`src/pkg/dcbss_pkg.sv`:
```
package dcbss_pkg;
    localparam int BUS_W   = 16;
    localparam int USED_W  = 12;
    localparam int CYL_W   = 10;
    localparam int SEC_W   = 6;
    localparam int HEAD_W  = 4;
    localparam int UNIT_W  = 3;
    localparam int OFS_W   = 6;
    localparam int LOOK_W  = 4;
    localparam int TAG_W   = 4;

    localparam logic [CYL_W-1:0]  CYL_MAX  = 10'h336;
    localparam logic [HEAD_W-1:0] HEAD_MAX = 4'h8;
    localparam logic [SEC_W-1:0]  SEC_MAX  = 6'h3F;

    localparam int SEC_LSB   = 0;
    localparam int HEAD_LSB  = 8;
    localparam int OFS_LSB   = 0;
    localparam int SIGN_BIT  = 7;
    localparam int CLR_ATTN  = 0;
    localparam int CLR_FIRST = 1;

    localparam int ST_BUSY  = 0;
    localparam int ST_READY = 1;
    localparam int ST_SCHK  = 2;
    localparam int ST_FIRST = 3;
    localparam int ST_FAULT = 4;
    localparam int ST_FMT   = 5;
    localparam int ST_RO    = 6;
    localparam int ST_ATTN  = 7;
    localparam int ST_SCMP  = 8;
    localparam int ST_TYPE  = 9;

    // drive-type code; arbitrary neutral value
    localparam logic [1:0] DRIVE_TYPE = 2'h2;

    localparam logic [TAG_W-1:0] CMD_READ   = 4'h0;
    localparam logic [TAG_W-1:0] CMD_WRITE  = 4'h1;
    localparam logic [TAG_W-1:0] CMD_RQSTAT = 4'h2;
    localparam logic [TAG_W-1:0] CMD_IDENT  = 4'h3;
    localparam logic [TAG_W-1:0] CMD_DISC   = 4'h4;
    localparam logic [TAG_W-1:0] CMD_PRESET = 4'h5;
    localparam logic [TAG_W-1:0] CMD_RQSEC  = 4'h6;
    localparam logic [TAG_W-1:0] CMD_SEEK   = 4'h8;
    localparam logic [TAG_W-1:0] CMD_ADDREC = 4'h9;
    localparam logic [TAG_W-1:0] CMD_UNIT   = 4'hA;
    localparam logic [TAG_W-1:0] CMD_RECAL  = 4'hB;
    localparam logic [TAG_W-1:0] CMD_XMSEC  = 4'hC;
    localparam logic [TAG_W-1:0] CMD_OFFSET = 4'hD;
    localparam logic [TAG_W-1:0] CMD_CLRST  = 4'hE;
endpackage

```
`src/core/dcbss_sync.sv`:
```
`timescale 1ns/100ps
module dcbss_sync #(
    parameter int W = 1
) (
    input  wire logic         clk_sys, // system clock
    input  wire logic         rst,     // async reset, high
    input  wire logic [W-1:0] d,       // asynchronous input
    output logic      [W-1:0] q        // synchronised output
);
    logic [W-1:0] meta_q;

    // first stage feeds only the second
    always_ff @(posedge clk_sys or posedge rst) begin
        if (rst) begin
            meta_q <= '0;
            q      <= '0;
        end else begin
            meta_q <= d;
            q      <= meta_q;
        end
    end
endmodule

```
`src/core/dcbss_top.sv`:
```
`timescale 1ns/100ps
module dcbss_top (
    input  wire logic                          clk_sys,       // 10 MHz system clock
    input  wire logic                          rst,           // power-on reset, async high
    input  wire logic [dcbss_pkg::TAG_W-1:0]   tag_n,         // tag bus code, active low
    input  wire logic                          strobe_n,      // controller strobe, active low
    input  wire logic [dcbss_pkg::BUS_W-1:0]   cbus_in_n,     // control bus level, active low
    output logic      [dcbss_pkg::BUS_W-1:0]   cbus_out_n,    // control bus drive data, low
    output logic      [dcbss_pkg::BUS_W-1:0]   cbus_oe_n,     // per-line enable, low drives
    input  wire logic [dcbss_pkg::UNIT_W-1:0]  unit_switch,   // unit select switch
    input  wire logic                          run_switch,    // run/stop switch, high = run
    input  wire logic                          format_sw,     // format switch
    input  wire logic                          protect_sw,    // write-protect switch
    input  wire logic                          rpsn_enable,   // look-ahead jumper enable
    input  wire logic [dcbss_pkg::LOOK_W-1:0]  rotational_lookahead, // look-ahead sectors
    input  wire logic                          heads_settled, // servo on cylinder
    input  wire logic                          heads_loaded,  // heads over data area
    input  wire logic                          at_cyl_zero,   // home reached
    input  wire logic                          rw_fault_nd,   // nondestructive r/w fault
    input  wire logic                          hard_fault,    // servo/interlock/destr fault
    input  wire logic [dcbss_pkg::SEC_W-1:0]   present_sector,// sector counter
    input  wire logic                          sector_end,    // end of current sector
    output logic                               select_lamp_n, // unit lamp, active low
    output logic                               rw_enable,     // read/write logic enable
    output logic                               write_allow,   // write not protected
    output logic                               seek_start,    // one-cycle seek request
    output logic                               recal_start,   // one-cycle recalibrate
    output logic      [dcbss_pkg::CYL_W-1:0]   cyl_q,         // new cylinder address
    output logic      [dcbss_pkg::HEAD_W-1:0]  head_q,        // head address
    output logic      [dcbss_pkg::SEC_W-1:0]   sector_q,      // addressed sector
    output logic      [dcbss_pkg::OFS_W-1:0]   offset_mag_q,  // offset magnitude
    output logic                               offset_sign_q  // offset sign
);
    localparam int NIN = dcbss_pkg::TAG_W + 1 + dcbss_pkg::BUS_W + 9;

    logic [NIN-1:0] raw, syn;
    logic [dcbss_pkg::TAG_W-1:0] tag;
    logic [dcbss_pkg::BUS_W-1:0] cbus;
    logic strobe, run_s, fmt_s, ro_s, settled_s, loaded_s, zero_s, ndf_s, hf_s;

    // far-end pins and drive-internal levels both come from outside this clock
    assign raw = {~tag_n, ~strobe_n, ~cbus_in_n, run_switch, format_sw, protect_sw,
                  heads_settled, heads_loaded, at_cyl_zero, rw_fault_nd, hard_fault,
                  sector_end};
    dcbss_sync #(.W(NIN)) u_sync (
        .clk_sys (clk_sys),
        .rst     (rst),
        .d       (raw),
        .q       (syn)
    );
    logic secend_s;
    assign {tag, strobe, cbus, run_s, fmt_s, ro_s, settled_s, loaded_s, zero_s, ndf_s, hf_s,
            secend_s} = syn;

    // switches and jumpers are pins as well, so they pass the same two stages
    localparam int NSW = dcbss_pkg::UNIT_W + dcbss_pkg::LOOK_W + 1;
    logic [NSW-1:0]               sw_s;
    logic [dcbss_pkg::UNIT_W-1:0] unit_s;
    logic [dcbss_pkg::LOOK_W-1:0] look_s;
    logic                         rps_en_s;
    dcbss_sync #(.W(NSW)) u_sync_sw (
        .clk_sys (clk_sys),
        .rst     (rst),
        .d       ({unit_switch, rotational_lookahead, rpsn_enable}),
        .q       (sw_s)
    );
    assign {unit_s, look_s, rps_en_s} = sw_s;

    logic strobe_q, run_q, loaded_q, zero_q, settled_q;
    logic sel_q, seeking_q, schk_q, attn_q, first_q, ndf_q, scmp_q;
    logic illegal_seek_q;

    logic stb_rise, stb_fall, run_rise;
    assign stb_rise = strobe & ~strobe_q;
    assign stb_fall = ~strobe & strobe_q;
    assign run_rise = run_s & ~run_q;

    function automatic logic is_cmd(input logic [dcbss_pkg::TAG_W-1:0] t,
                                    input logic [dcbss_pkg::TAG_W-1:0] c);
        is_cmd = (t == c);
    endfunction

    // gated decode: selection required except for the four global commands
    logic c_read, c_write, c_rqs, c_ident, c_disc, c_preset, c_rqsec, c_seek;
    logic c_adr, c_unit, c_recal, c_xms, c_ofs, c_clr, any_sel;
    assign any_sel  = strobe & sel_q;
    assign c_read   = any_sel & is_cmd(tag, dcbss_pkg::CMD_READ);
    assign c_write  = any_sel & is_cmd(tag, dcbss_pkg::CMD_WRITE);
    assign c_rqs    = any_sel & is_cmd(tag, dcbss_pkg::CMD_RQSTAT);
    assign c_rqsec  = any_sel & is_cmd(tag, dcbss_pkg::CMD_RQSEC);
    assign c_ident  = strobe & is_cmd(tag, dcbss_pkg::CMD_IDENT);
    assign c_disc   = strobe & is_cmd(tag, dcbss_pkg::CMD_DISC);
    assign c_preset = strobe & is_cmd(tag, dcbss_pkg::CMD_PRESET);
    assign c_unit   = strobe & is_cmd(tag, dcbss_pkg::CMD_UNIT);
    assign c_seek   = any_sel & is_cmd(tag, dcbss_pkg::CMD_SEEK);
    assign c_adr    = any_sel & is_cmd(tag, dcbss_pkg::CMD_ADDREC);
    assign c_recal  = any_sel & is_cmd(tag, dcbss_pkg::CMD_RECAL);
    assign c_xms    = any_sel & is_cmd(tag, dcbss_pkg::CMD_XMSEC);
    assign c_ofs    = any_sel & is_cmd(tag, dcbss_pkg::CMD_OFFSET);
    assign c_clr    = any_sel & is_cmd(tag, dcbss_pkg::CMD_CLRST);

    // supplemental word fields
    logic [dcbss_pkg::CYL_W-1:0]  bus_cyl;
    logic [dcbss_pkg::SEC_W-1:0]  bus_sec;
    logic [dcbss_pkg::HEAD_W-1:0] bus_head;
    logic [dcbss_pkg::UNIT_W-1:0] bus_unit;
    assign bus_cyl  = cbus[dcbss_pkg::CYL_W-1:0];
    assign bus_unit = cbus[dcbss_pkg::UNIT_W-1:0];
    assign bus_sec  = cbus[dcbss_pkg::SEC_LSB +: dcbss_pkg::SEC_W];
    assign bus_head = cbus[dcbss_pkg::HEAD_LSB +: dcbss_pkg::HEAD_W];

    logic cyl_ok, head_ok, sec_ok;
    assign cyl_ok  = bus_cyl <= dcbss_pkg::CYL_MAX;
    assign head_ok = bus_head <= dcbss_pkg::HEAD_MAX;
    assign sec_ok  = bus_sec <= dcbss_pkg::SEC_MAX;

    always_ff @(posedge clk_sys or posedge rst) begin
        if (rst) begin
            strobe_q  <= 1'b0;
            run_q     <= 1'b0;
            loaded_q  <= 1'b0;
            zero_q    <= 1'b0;
            settled_q <= 1'b0;
        end else begin
            strobe_q  <= strobe;
            run_q     <= run_s;
            loaded_q  <= loaded_s;
            zero_q    <= zero_s;
            settled_q <= settled_s;
        end
    end

    // select flip-flop
    always_ff @(posedge clk_sys or posedge rst) begin
        if (rst) begin
            sel_q <= 1'b0;
        end else if (c_preset || c_disc || run_rise) begin
            sel_q <= 1'b0;
        end else if (c_unit) begin
            sel_q <= (bus_unit == unit_s);
        end
    end

    assign select_lamp_n = ~sel_q;
    assign rw_enable     = sel_q;
    assign write_allow   = sel_q & ~ro_s;

    // address registers, sampled once at strobe leading edge
    always_ff @(posedge clk_sys or posedge rst) begin
        if (rst) begin
            cyl_q         <= '0;
            head_q        <= '0;
            sector_q      <= '0;
            offset_mag_q  <= '0;
            offset_sign_q <= 1'b0;
        end else if (c_preset) begin
            head_q   <= '0;
            sector_q <= '0;
        end else if (stb_rise) begin
            if (c_seek && cyl_ok && !seeking_q) begin
                cyl_q <= bus_cyl;
            end
            if (c_recal) begin
                cyl_q <= '0;
            end
            if (c_adr && head_ok) begin
                head_q <= bus_head;
            end
            if ((c_adr || c_xms) && sec_ok) begin
                sector_q <= bus_sec;
            end
            if (c_ofs) begin
                offset_mag_q  <= cbus[dcbss_pkg::OFS_LSB +: dcbss_pkg::OFS_W];
                offset_sign_q <= cbus[dcbss_pkg::SIGN_BIT];
            end
        end
    end

    // seek issue and in-progress tracking
    always_ff @(posedge clk_sys or posedge rst) begin
        if (rst) begin
            seek_start  <= 1'b0;
            recal_start <= 1'b0;
            seeking_q   <= 1'b0;
        end else begin
            seek_start  <= stb_rise & c_seek & cyl_ok & ~seeking_q;
            recal_start <= stb_rise & c_recal;
            if (seek_start || recal_start) begin
                seeking_q <= 1'b1;
            end else if (settled_s && !settled_q) begin
                seeking_q <= 1'b0;
            end
        end
    end

    // seek check: set wins over any clear in the same cycle
    logic schk_set, schk_clr;
    assign schk_set = stb_rise & ((c_seek & (~cyl_ok | seeking_q)) | (c_adr & (~head_ok | ~sec_ok))
                                  | (c_xms & ~sec_ok));
    assign schk_clr = (stb_rise & ((c_seek & cyl_ok & ~seeking_q) | (c_adr & head_ok & sec_ok)
                                   | (c_xms & sec_ok))) | c_preset;
    always_ff @(posedge clk_sys or posedge rst) begin
        if (rst) begin
            schk_q <= 1'b0;
        end else if (schk_set) begin
            schk_q <= 1'b1;
        end else if (schk_clr) begin
            schk_q <= 1'b0;
        end
    end

    // illegal seek flags attention at strobe trailing edge
    always_ff @(posedge clk_sys or posedge rst) begin
        if (rst) begin
            illegal_seek_q <= 1'b0;
        end else if (stb_rise) begin
            illegal_seek_q <= c_seek & ~cyl_ok;
        end else if (stb_fall) begin
            illegal_seek_q <= 1'b0;
        end
    end

    logic attn_set, first_set;
    assign attn_set = (zero_s & ~zero_q) | (~loaded_s & loaded_q)
                      | (settled_s & ~settled_q & seeking_q)
                      | (stb_fall & illegal_seek_q);
    assign first_set = loaded_s & ~loaded_q;

    always_ff @(posedge clk_sys or posedge rst) begin
        if (rst) begin
            attn_q <= 1'b0;
        end else if (attn_set) begin
            attn_q <= 1'b1;
        end else if (c_preset || run_rise || (c_clr && cbus[dcbss_pkg::CLR_ATTN])) begin
            attn_q <= 1'b0;
        end
    end

    always_ff @(posedge clk_sys or posedge rst) begin
        if (rst) begin
            first_q <= 1'b0;
        end else if (first_set) begin
            first_q <= 1'b1;
        end else if (c_preset || (c_clr && cbus[dcbss_pkg::CLR_FIRST])) begin
            first_q <= 1'b0;
        end
    end

    // nondestructive fault latch; hard faults pass straight through
    always_ff @(posedge clk_sys or posedge rst) begin
        if (rst) begin
            ndf_q <= 1'b0;
        end else if (ndf_s) begin
            ndf_q <= 1'b1;
        end else if (c_preset) begin
            ndf_q <= 1'b0;
        end
    end

    always_ff @(posedge clk_sys or posedge rst) begin
        if (rst) begin
            scmp_q <= 1'b0;
        end else begin
            scmp_q <= (c_read | c_write) & (present_sector == sector_q) & ~secend_s;
        end
    end

    // look-ahead: identity fires when target is within window ahead of present sector
    logic [dcbss_pkg::SEC_W-1:0] ahead;
    logic rps_hit;
    assign ahead   = sector_q - present_sector;
    assign rps_hit = ~rps_en_s |
                     (ahead <= {{(dcbss_pkg::SEC_W-dcbss_pkg::LOOK_W){1'b0}},
                                look_s});

    logic [dcbss_pkg::BUS_W-1:0] status;
    always_comb begin
        status = '0;
        status[dcbss_pkg::ST_BUSY]  = ~settled_s | seeking_q;
        status[dcbss_pkg::ST_READY] = loaded_s;
        status[dcbss_pkg::ST_SCHK]  = schk_q;
        status[dcbss_pkg::ST_FIRST] = first_q;
        status[dcbss_pkg::ST_FAULT] = ndf_q | hf_s;
        status[dcbss_pkg::ST_FMT]   = fmt_s;
        status[dcbss_pkg::ST_RO]    = ro_s;
        status[dcbss_pkg::ST_ATTN]  = attn_q;
        status[dcbss_pkg::ST_SCMP]  = scmp_q;
        status[dcbss_pkg::ST_TYPE +: 2] = dcbss_pkg::DRIVE_TYPE;
    end

    logic [dcbss_pkg::BUS_W-1:0] drv_d, oe_d;
    always_comb begin
        drv_d = '0;
        oe_d  = '0;
        if (c_read || c_write || c_rqs) begin
            drv_d = status;
            oe_d  = {{(dcbss_pkg::BUS_W-dcbss_pkg::USED_W){1'b0}},
                     {dcbss_pkg::USED_W{1'b1}}};
        end else if (c_rqsec) begin
            drv_d[dcbss_pkg::SEC_LSB +: dcbss_pkg::SEC_W]   = present_sector;
            drv_d[dcbss_pkg::HEAD_LSB +: dcbss_pkg::HEAD_W] = head_q;
            oe_d = {{(dcbss_pkg::BUS_W-dcbss_pkg::USED_W){1'b0}}, {dcbss_pkg::USED_W{1'b1}}};
        end else if (c_ident && attn_q && rps_hit) begin
            drv_d[unit_s] = 1'b1;
            oe_d[unit_s]  = 1'b1;
        end
    end

    // registered drive, ground-true on the wire
    always_ff @(posedge clk_sys or posedge rst) begin
        if (rst) begin
            cbus_out_n <= '1;
            cbus_oe_n  <= '1;
        end else begin
            cbus_out_n <= ~drv_d;
            cbus_oe_n  <= ~oe_d;
        end
    end

    a_sel_clear: assert property (@(posedge clk_sys) disable iff (rst)
        (c_preset || c_disc) |=> !sel_q) else $error("select survived preset");
    a_sel_match: assert property (@(posedge clk_sys) disable iff (rst)
        (c_unit && !c_preset && !run_rise) |=> (sel_q == ($past(bus_unit) == unit_s)))
        else $error("select mismatch");
    a_lamp_sel: assert property (@(posedge clk_sys) disable iff (rst)
        select_lamp_n == !rw_enable) else $error("lamp not tied to select");
    a_drv_unsel: assert property (@(posedge clk_sys) disable iff (rst)
        (!sel_q && !c_ident) |=> (cbus_oe_n == '1)) else $error("unselected drive");
    a_ident_line: assert property (@(posedge clk_sys) disable iff (rst)
        (c_ident && attn_q && rps_hit && !sel_q) |=> !cbus_oe_n[$past(unit_s)])
        else $error("identity line not pulled");
    a_schk_seek: assert property (@(posedge clk_sys) disable iff (rst)
        (stb_rise && c_seek && !cyl_ok) |=> schk_q ##[1:12] attn_q)
        else $error("illegal seek not flagged");
    a_clr_first: assert property (@(posedge clk_sys) disable iff (rst)
        (c_clr && cbus[dcbss_pkg::CLR_FIRST] && !first_set) |=> !first_q)
        else $error("first status not cleared");
    a_preset_clr: assert property (@(posedge clk_sys) disable iff (rst)
        (c_preset && !schk_set && !attn_set) |=> (!schk_q && !attn_q && head_q == '0))
        else $error("preset left state");
    a_scmp_cmd: assert property (@(posedge clk_sys) disable iff (rst)
        scmp_q |-> $past(c_read || c_write)) else $error("compare outside r/w");
endmodule

```
`config.mk`:
```
export PLATFORM = sky130hd
export DESIGN_NAME = dcbss_top
export DESIGN_NICKNAME = d
export VERILOG_FILES = /design/src/pkg/dcbss_pkg.sv /design/src/core/dcbss_sync.sv /design/src/core/dcbss_top.sv
export SDC_FILE = /design/constraint.sdc
export NUM_CORES = 1
export LEC_CHECK = 0
export ABC_AREA = 1
export BUFFER_PORTS_ARGS = -buffer_cell sky130_fd_sc_hd__buf_2
export CORE_MARGIN = 8
export CORE_UTILIZATION = 47
export CTS_BUF_LIST = sky130_fd_sc_hd__clkbuf_8
export CTS_CLUSTER_SIZE = 20
export DETAILED_ROUTE_END_ITERATION = 10
export PLACE_DENSITY_LB_ADDON = 0.25
export SLEW_MARGIN = 30
export SYNTH_ARGS = -nofsm -noshare
export SYNTH_HDL_FRONTEND = slang
export SYNTH_HIERARCHICAL = 1
export SYNTH_SLANG_ARGS = --single-unit
```
`constraint.sdc`:
```
create_clock -name clk_sys -period 2.2 [get_ports clk_sys]
set_input_delay 0.22 -clock clk_sys [delete_from_list [all_inputs] [get_ports clk_sys]]
set_output_delay 0.22 -clock clk_sys [all_outputs]
set_load 0.005 [all_outputs]
```
==> results.cfg, run 1 <==
[cts]
cts_root_buf = clkbuf_8
cts-buffers-inserted = 17
cts.path.max_buffers = 2
htreeDepth = 4
clkLatencyLatePin_ns = 0.42
cts_tree = done
cts.sinks = 131
clkSlewWorstSetupHoldPaths_ns = 0.07

[grt]
grt_usage_pct = 16.6
grt_pass1_wl_um = 18500
first_global_vias = 3741
grt.busiest_layer = met2
use_met1_pct = 21.5
use_met2_pct = 25.2
grt_max_degree = 64
grtUsageMet3_pct = 5.03
antenna_found_initial = 0
grt_remaining_overflow = 0

[outcome]
status = finished, violations left
violations = negative setup slack

[floorplanning]
rows = 38
core_mm2 = 0.0107
ioPinCount = 110
dieArea_mm2 = 0.0143
chipHeight_um = 120
die_width_um = 120
initial_core_util_pct = 47.3

[placed_design]
dp_hpwl_um = 8260
place_congestion = 0.910
portBuffers = 97
pre_cts_ws_ns = -0.176
place_area_mm2 = 0.00574

[setup_path]
cp.required_ns = 2.56
rr_startpoint = sector_q[2]$_DFFE_PP0P_
crit_arrival_ns = 2.64
r2r_setup_slack_ns = -0.08
crit_path_end_kind = flop
path_max_fanout = 8
rr_worst_depth = 16
setup.worst_path.start_class = flop
crit_type = reg -> reg
timing.rr.end = cbus_out_n[4]$_DFF_PP1_

[routing]
detail_route.vias_per_cell = 4.67
ant_nets = 0
drc = 0
vias = 3640
wl_per_cell_um = 14.4
first_pass_iters = 4
drtIter0Drc = 151
wirelength_um = 11200

[power]
leakagePower_uw = 0.00338
powerDensity_mw_per_mm2 = 737
switching_power_uw = 1150
intPower_uw = 3670
clkPwrFrac_pct = 40.1
sw_frac_of_total_pct = 23.9
pwr-share-seq_pct = 52.9
ir_worst_vdd_mv = 0.474
power_uw = 4830
p_comb_share_pct = 7.1

[sta]
rsz0062_at_grt = true
hold_viol_final = 0
relSlewSlack_pct = 57.4
setup_viol = 16
period_share_pct = 104
fmax_mhz = 439
maxSlewViolCount = 0
setup_slack_ns = -0.0803
post-route-min-period_ns = 2.28
skew_ns = 0.00988
worst_pin_slew_ns = 0.635

[min_path]
holdPathEnd = cbus_out_n[0]$_DFF_PP1_
hold_path.startpoint = present_sector[0]
min-delay-path-class = in -> reg
min_path_cells = 4

[layout]
drive_gt1_share_pct = 31.4
diodes = 0
layout_common_cells = dfrtp_1 (110), buf_2 (97), inv_1 (80)
fin_area_mm2 = 0.00655
nets = 686
final_common_cell = dfrtp_1
final_core_util_pct = 61.5
area_growth_pct = 30.0

[synthesis]
ys_warn_count = 6
syn_area_mm2 = 0.00504
syn_inst = 471
syn_area_per_cell_um2 = 10.7

[flow_run]
max_cap_violations = 0
worst max-delay path by stage:
stage                                       start                 endpoint  slack [ns]  depth (start not counted)
final                     sector_q[2]$_DFFE_PP0P_  cbus_out_n[4]$_DFF_PP1_       -0.08                         16
after global placement          present_sector[2]   cbus_oe_n[7]$_DFF_PP1_       -0.09                         18
after global routing      sector_q[2]$_DFFE_PP0P_  cbus_out_n[3]$_DFF_PP1_       -0.25                         16
after floorplan           sector_q[2]$_DFFE_PP0P_   cbus_oe_n[6]$_DFF_PP1_        0.01                         16
after detailed placement        present_sector[2]  cbus_out_n[7]$_DFF_PP1_       -0.18                         18
after CTS                 sector_q[2]$_DFFE_PP0P_  cbus_out_n[7]$_DFF_PP1_       -0.06                         16
layer usage:
metal,wire length [um],part of all wire (%),vias to the layer above
met5,0,0,-
met4,182,1.6,0
met3,764,6.8,16
met2,5150,46,117
met1,5140,46,1710
li1,-,-,1797
registers in the layout, summed over array words and instances, names as in the netlist, 6 cells and up:
name              cells
u_sync/meta_q        26
u_sync/q             26
cbus_out_n           12
cyl_q                10
cbus_oe_n             9
u_sync_sw/meta_q      8
u_sync_sw/q           8
offset_mag_q          6
sector_q              6
cell type report:
type                       instances  area (um^2)
fill                             902         4100
sequential                       131         3300
multi-input combinational        240         1380
timing repair buffer             149          976
inverter                          89          335
clock buffer                      18          248
tap                              140          175
clock inverter                    13          139
stage by stage:
stage               hold WS, ns  std cells  setup TNS, ns
CTS                      0.0754        780         -0.740
finish                   0.0982        780          -1.08
global placement          0.192        713          -1.13
detailed placement        0.207        713          -2.62
global route             0.0921        780          -3.48
floorplan                 0.134        478              0
critical path, cell delays in order (launching register included):
cell and delay, ns:
dfrtp_1 0.41, ha_4 0.25, nand2_2 0.08, nand2_2 0.07, a31oi_4 0.16, xnor2_1 0.09, ha_1 0.34, nand2_1 0.09
nand2_1 0.05, nor2_1 0.09, a21oi_1 0.07, nor2_1 0.08, nand2_1 0.09, nand2_4 0.12, nand3_1 0.08, nand2_1 0.11
nand2_1 0.05
repair_timing:
action | in CTS | in global routing
setup endpoints to repair | 16 | 16
hold buffers | 35 | 0
buffers inserted | 1 | 0
pin swaps | 2 | 3
hold endpoints to repair | 105 | 0
resized for setup | 14 | 3
power groups by stage:
stage	sequential, uW	clock (uW)	combinational [uW]
detailed placement	2590	0	282
finish	2550	1930	340
global placement	2590	0	274
global route	2560	2100	387
CTS	2550	1970	340
floorplan	2580	0	176
Power figures use the tool's default switching activity.
==> inputs of run 2 (changes only) <==
GPL_ROUTABILITY_DRIVEN = 0   (was not set)
SYNTH_HIERARCHICAL = not set   (was 1)
TNS_END_PERCENT = 10   (was not set)
==> results.cfg, run 2 <==
[outcome]
status = finished, violations left
violations = negative setup slack

[floorplanning]
ioPinCount = 110
die_width_um = 119
chipHeight_um = 119
rows = 37
initial_core_util_pct = 48.6
core_mm2 = 0.0103
dieArea_mm2 = 0.0142

[grt]
grt_usage_pct = 16.7
grt_remaining_overflow = 0
first_global_vias = 3931
grt_max_degree = 72
antenna_found_initial = 0
grt_pass1_wl_um = 18900

[setup_path]
crit_arrival_ns = 2.70
crit_path_end_kind = flop
crit_path_max_incr_delay_ns = 0.41
crit_start = sector_q[2]$_DFFE_PP0P_
crit_type = reg -> reg
worst_path_most_repeated_cell = nand2_1
critPathBufInv = 0
crit_family = simple AND/OR/NAND/NOR gates
crit_chain = ha_4, nand2_1, nand2_1, a31oi_1, xnor2_1, ha_1, nand2_1, nor2_1, nor2_1, a21oi_1, nor2_1, nand2_1, nand2_4, nand3_1, nand2_1, nand2_1
path_max_fanout = 8
cp.required_ns = 2.55
r2r_setup_slack_ns = -0.15
setup.worst_path.start_class = flop
rr_startpoint = sector_q[2]$_DFFE_PP0P_
cpMaxStageDelayCell = dfrtp_1

[sta]
hold_viol_final = 0
setup_slack_ns = -0.147
setup_viol = 16
rsz0062_at_grt = true
skew_ns = 0.0174
relSlewSlack_pct = 64.1
fmax_mhz = 426
maxSlewViolCount = 0
post-route-min-period_ns = 2.35
period_share_pct = 107
worst_pin_slew_ns = 0.537
whs_ns = 0.0528

[cts]
cts_root_buf = clkbuf_8
cts-buffers-inserted = 17
cts_tree = done
htreeDepth = 4
cts.path.max_buffers = 2
clkSlewWorstSetupHoldPaths_ns = 0.07
clkLatencyLatePin_ns = 0.43
cts.sinks = 131

[routing]
first_pass_iters = 4
wl_per_cell_um = 14.6
drtIter0Drc = 217
vias = 3612
ant_nets = 0
drc = 0
wirelength_um = 11300
detail_route.vias_per_cell = 4.68

[layout]
multi_input_area_mm2 = 0.00131
area_growth_pct = 30.7
largestRegisters = u_sync.meta_q: 26 flops, u_sync.q: 26 flops, cbus_out_n: 12 flops
sequential_cell_area_mm2 = 0.00330
layout_common_cells = dfrtp_1 (110), buf_2 (97), inv_1 (86)
final_common_cell = dfrtp_1
num-fill-cells = 866
nets = 682
fin_area_mm2 = 0.00656
final_core_util_pct = 63.5
diodes = 0
drive_gt1_share_pct = 30.7

[placed_design]
place_area_mm2 = 0.00571
portBuffers = 97
pre_cts_ws_ns = -0.169
dp_hpwl_um = 8220

[synthesis]
synth_area_leaders = dfrtp_1 (55%), dfstp_2 (11%), inv_1 (6.5%)
syn_inst = 466
synth_compound_area_share_pct = 5.79
synth_mux_area_share_pct = 0
syn_area_mm2 = 0.00501
synth_most_common_cell = dfrtp_1
synth_top_family_by_area = simple AND/OR/NAND/NOR gates
synthSimpleGateAreaFrac_pct = 15.4
ys_seq_elements = 131
synth_xor_area_share_pct = 0.349
synthDistinctLibCells = 40
synth_common_cells = dfrtp_1 (110), inv_1 (87), nand2_1 (77)
synth_ff_type = dfrtp_1
synthArstFlopShare_pct = 100
synth.largest_area_cell = dfrtp_1
synth_edf_count = 0
synthAdderAreaFrac_pct = 3.14
syn_area_per_cell_um2 = 10.8
ys_seq_area_share_pct = 65.9
yosys.area.top_type_share_pct = 54.9
ys_warn_count = 0

[power]
ir_worst_vdd_mv = 0.424
leakagePower_uw = 0.00336
powerDensity_mw_per_mm2 = 786

[min_path]
hold_path.startpoint = present_sector[3]
min-delay-path-class = in -> reg

[flow_run]
max_cap_violations = 0
==> run 2: where the power goes <==
| part | switching (uW) | total [uW] | leakage [uW] | internal [uW] |
|---|---|---|---|---|
| Sequential | 58.6 | 2560 | 0.00157 | 2510 |
| Clock | 881 | 2220 | 0.000219 | 1340 |
| Combinational | 200 | 363 | 0.00157 | 163 |
| Total | 1140 | 5150 | 0.00336 | 4010 |
==> run 2: stage by stage <==
step                cells  setup TNS (ns)  total power, uW
floorplan             473               0             2770
global placement      704           -2.05             2900
detailed placement    704           -2.14             2910
CTS                   771          -0.965             5180
global route          772           -4.64             5360
finish                772           -2.03             5150
==> run 2: final cells by class <==
cell class              count  area share [%]
repair buffers            146            14.7
inverters                  95            5.50
clock inverters            10            2.37
well taps                 136            2.60
flip-flops and latches    131            50.4
clock buffers              21            4.41
multi-input cells         233            20.0
==> run 2: worst paths after layout <==
check,to,depth (start not counted)
max,cbus_out_n[2]$_DFF_PP1_,16
min,cbus_out_n[3]$_DFF_PP1_,4
max reg2reg,cbus_out_n[2]$_DFF_PP1_,16
min reg2reg,u_sync_sw.q[1]$_DFF_PP0_,0
max in group asynchronous,cbus_out_n[7]$_DFF_PP1_,4
min in group asynchronous,u_sync.meta_q[29]$_DFF_PP0_,3
==> run 2: worst min-delay path: cells and delay by family <==
family | cells | cell delay (ns)
AO/OA/AOI/OAI | 1 | 0.07
AND/OR/NAND/NOR | 1 | 0.04
buffers and inverters | 2 | 0.14
==> run 2: repair_timing <==
item | CTS | global route
setup endpoints to repair | 16 | 16
setup buffers | 1 | 1
hold buffers | 35 | 0
gates resized for setup | 6 | 3
endpoints found under the hold margin | 49 | 0
pin swaps | 7 | 6
==> run 2: cells by family (layout without fill, tap and decap cells) <==
family          Yosys count  in the layout
fa+ha+maj                12             12
simple gates            164            164
compound gates           47             47
other cells               1              8
flops                   131            131
xor+xnor                  2              2
buf+inv                 109            272
==> run 2: layer usage <==
metal  global-route usage, %  routed length [um]  share of wire (%)
met1                    20.7                4960                 44
met2                    26.2                5370                 48
met3                    5.67                 748                6.6
met4                    7.42                 204                1.8
met5                       0                   0                  0
==> inputs of run 3 (changes only) <==
ABC_CLOCK_PERIOD_IN_PS = 2200   (was not set)
CTS_BUF_LIST = sky130_fd_sc_hd__clkbuf_2   (was sky130_fd_sc_hd__clkbuf_8)
SETUP_SLACK_MARGIN = 0.2   (was not set)
==> results.cfg, run 3 (synthesized netlist as in run 2, its figures left out) <==
[layout]
layoutNonFillerInstCount = 780
fin_area_mm2 = 0.00646
nets = 689
layout_common_cells = dfrtp_1 (110), buf_2 (97), inv_1 (85)
area_growth_pct = 28.7
final_common_cell = dfrtp_1
largestRegisters = u_sync.meta_q: 26 flops, u_sync.q: 26 flops, cbus_out_n: 12 flops
drive_gt1_share_pct = 30.5

[power]
leakagePower_uw = 0.00331
ir_worst_vdd_mv = 0.339
powerDensity_mw_per_mm2 = 695

[placed_design]
pre_cts_ws_ns = -0.169
portBuffers = 97
dp_hpwl_um = 8220
place_area_mm2 = 0.00571
dp.cells = 704

[routing]
first_pass_iters = 4
ant_nets = 0
drtIter0Drc = 178
drc = 0
detail_route.vias_per_cell = 4.70
wirelength_um = 11300
wl_per_cell_um = 14.5
vias = 3664

[min_path]
min_path_cells = 4
min-delay-path-class = in -> reg

[cts]
cts_root_buf = clkbuf_2
cts.path.max_buffers = 2
htreeDepth = 4
clkLatencyLatePin_ns = 0.67
cts-buffers-inserted = 17
clkSlewWorstSetupHoldPaths_ns = 0.18
cts_tree = done
cts.sinks = 131

[floorplanning]
initial_core_util_pct = 48.6
chipHeight_um = 119
core_mm2 = 0.0103
ioPinCount = 110
die_width_um = 119
rows = 37
dieArea_mm2 = 0.0142

[setup_path]
crit_path_end_kind = flop
cp.required_ns = 2.79
setup.worst_path.start_class = flop
crit_arrival_ns = 2.94
worst_path_most_repeated_cell = nand2_1
critPathBufInv = 0
path_depth = 16
rr_worst_depth = 16
cpMaxStageDelayCell = dfrtp_1
crit_chain = ha_4, nand2_1, nand2_2, a31oi_2, xnor2_1, ha_1, nand2_1, nor2_1, nor2_1, a21oi_1, nor2_1, nand2_1, nand2_4, nand3_2, nand2_1, nor2_2
crit_path_max_incr_delay_ns = 0.44
path_max_fanout = 8
crit_type = reg -> reg
crit_family = simple AND/OR/NAND/NOR gates

[outcome]
violations = negative setup slack
status = finished, violations left

[sta]
period_share_pct = 107
fmax_mhz = 426
worst_pin_slew_ns = 0.600
skew_ns = 0.0322
hold_viol_final = 0
maxSlewViolCount = 0
relSlewSlack_pct = 59.9
whs_ns = 0.0709
post-route-min-period_ns = 2.35
rsz0062_at_grt = true
setup_slack_ns = -0.145
setup_viol = 16

[grt]
first_global_vias = 3926
antenna_found_initial = 1
grt_remaining_overflow = 0
grt_max_degree = 72
grt_pass1_wl_um = 18900
grt_usage_pct = 16.8

[flow_run]
max_cap_violations = 0
run 3: cell types whose count changed in the layout (fill, tap and decap cells not counted), sizes merged:
cell | before | now
dlygate4sd3 | 35 | 42
clkinv | 2 | 6
diode | 0 | 1
inv | 95 | 94
clkbuf | 21 | 18
run 3: worst min-delay path: stages:
cell     delay (ns)
buf_2          0.12
ha_4           0.21
nand4_1        0.10
nor4_1         0.06
run 3: per-layer routing:
layer,track usage (%),wire length (um),vias up,share of wire [%]
met5,0,0,-,0
met2,26.3,5360,129,47
li1,-,-,1793,-
met1,20.5,4880,1715,43
met4,8.82,316,0,2.8
met3,5.53,756,27,6.7
run 3: repair_timing:
item / CTS / global route
pin swaps: 7 / 6
setup endpoints to repair: 16 / 23
endpoints found under the hold margin: 166 / 0
setup buffers: 1 / 1
hold buffers: 42 / 0
resized for setup: 6 / 13
run 3: cell type report:
cell class | count | area [um^2]
fill | 886 | 3870
inverter | 95 | 360
sequential | 131 | 3300
timing repair buffer | 153 | 1040
clock inverter | 13 | 166
tap | 136 | 170
multi-input combinational | 233 | 1330
antenna | 1 | 2.50
clock buffer | 18 | 90.1
run 3: path summary, 6_finish.rpt:
kind	start	end	slack [ns]
setup / recovery	sector_q[2]$_DFFE_PP0P_	cbus_oe_n[7]$_DFF_PP1_	-0.15
hold / removal	present_sector[0]	scmp_q$_DFF_PP0_	0.07
setup reg to reg	sector_q[2]$_DFFE_PP0P_	cbus_oe_n[7]$_DFF_PP1_	-0.15
hold reg to reg	u_sync.meta_q[19]$_DFF_PP0_	u_sync.q[19]$_DFF_PP0_	0.36
max in group asynchronous	rst	cbus_out_n[7]$_DFF_PP1_	0.91
min in group asynchronous	rst	u_sync.meta_q[29]$_DFF_PP0_	0.62
run 3: where the power goes:
part / switching (uW) / leakage [uW] / total [uW] / internal (uW)
Combinational: 203 / 0.00160 / 375 / 172
Sequential: 58.8 / 0.00157 / 2560 / 2510
Clock: 828 / 0.000143 / 1550 / 723
Total: 1090 / 0.00331 / 4490 / 3400
run 3: metrics by stage:
stage	total power (uW)	TNS, ns	util [%]
finish	4490	-1.91	62.5
global route	4700	-4.98	62.5
CTS	4520	-1.17	62.2
detailed placement	2910	-2.14	55.3
global placement	2900	-2.05	55.3
floorplan	2770	0	-
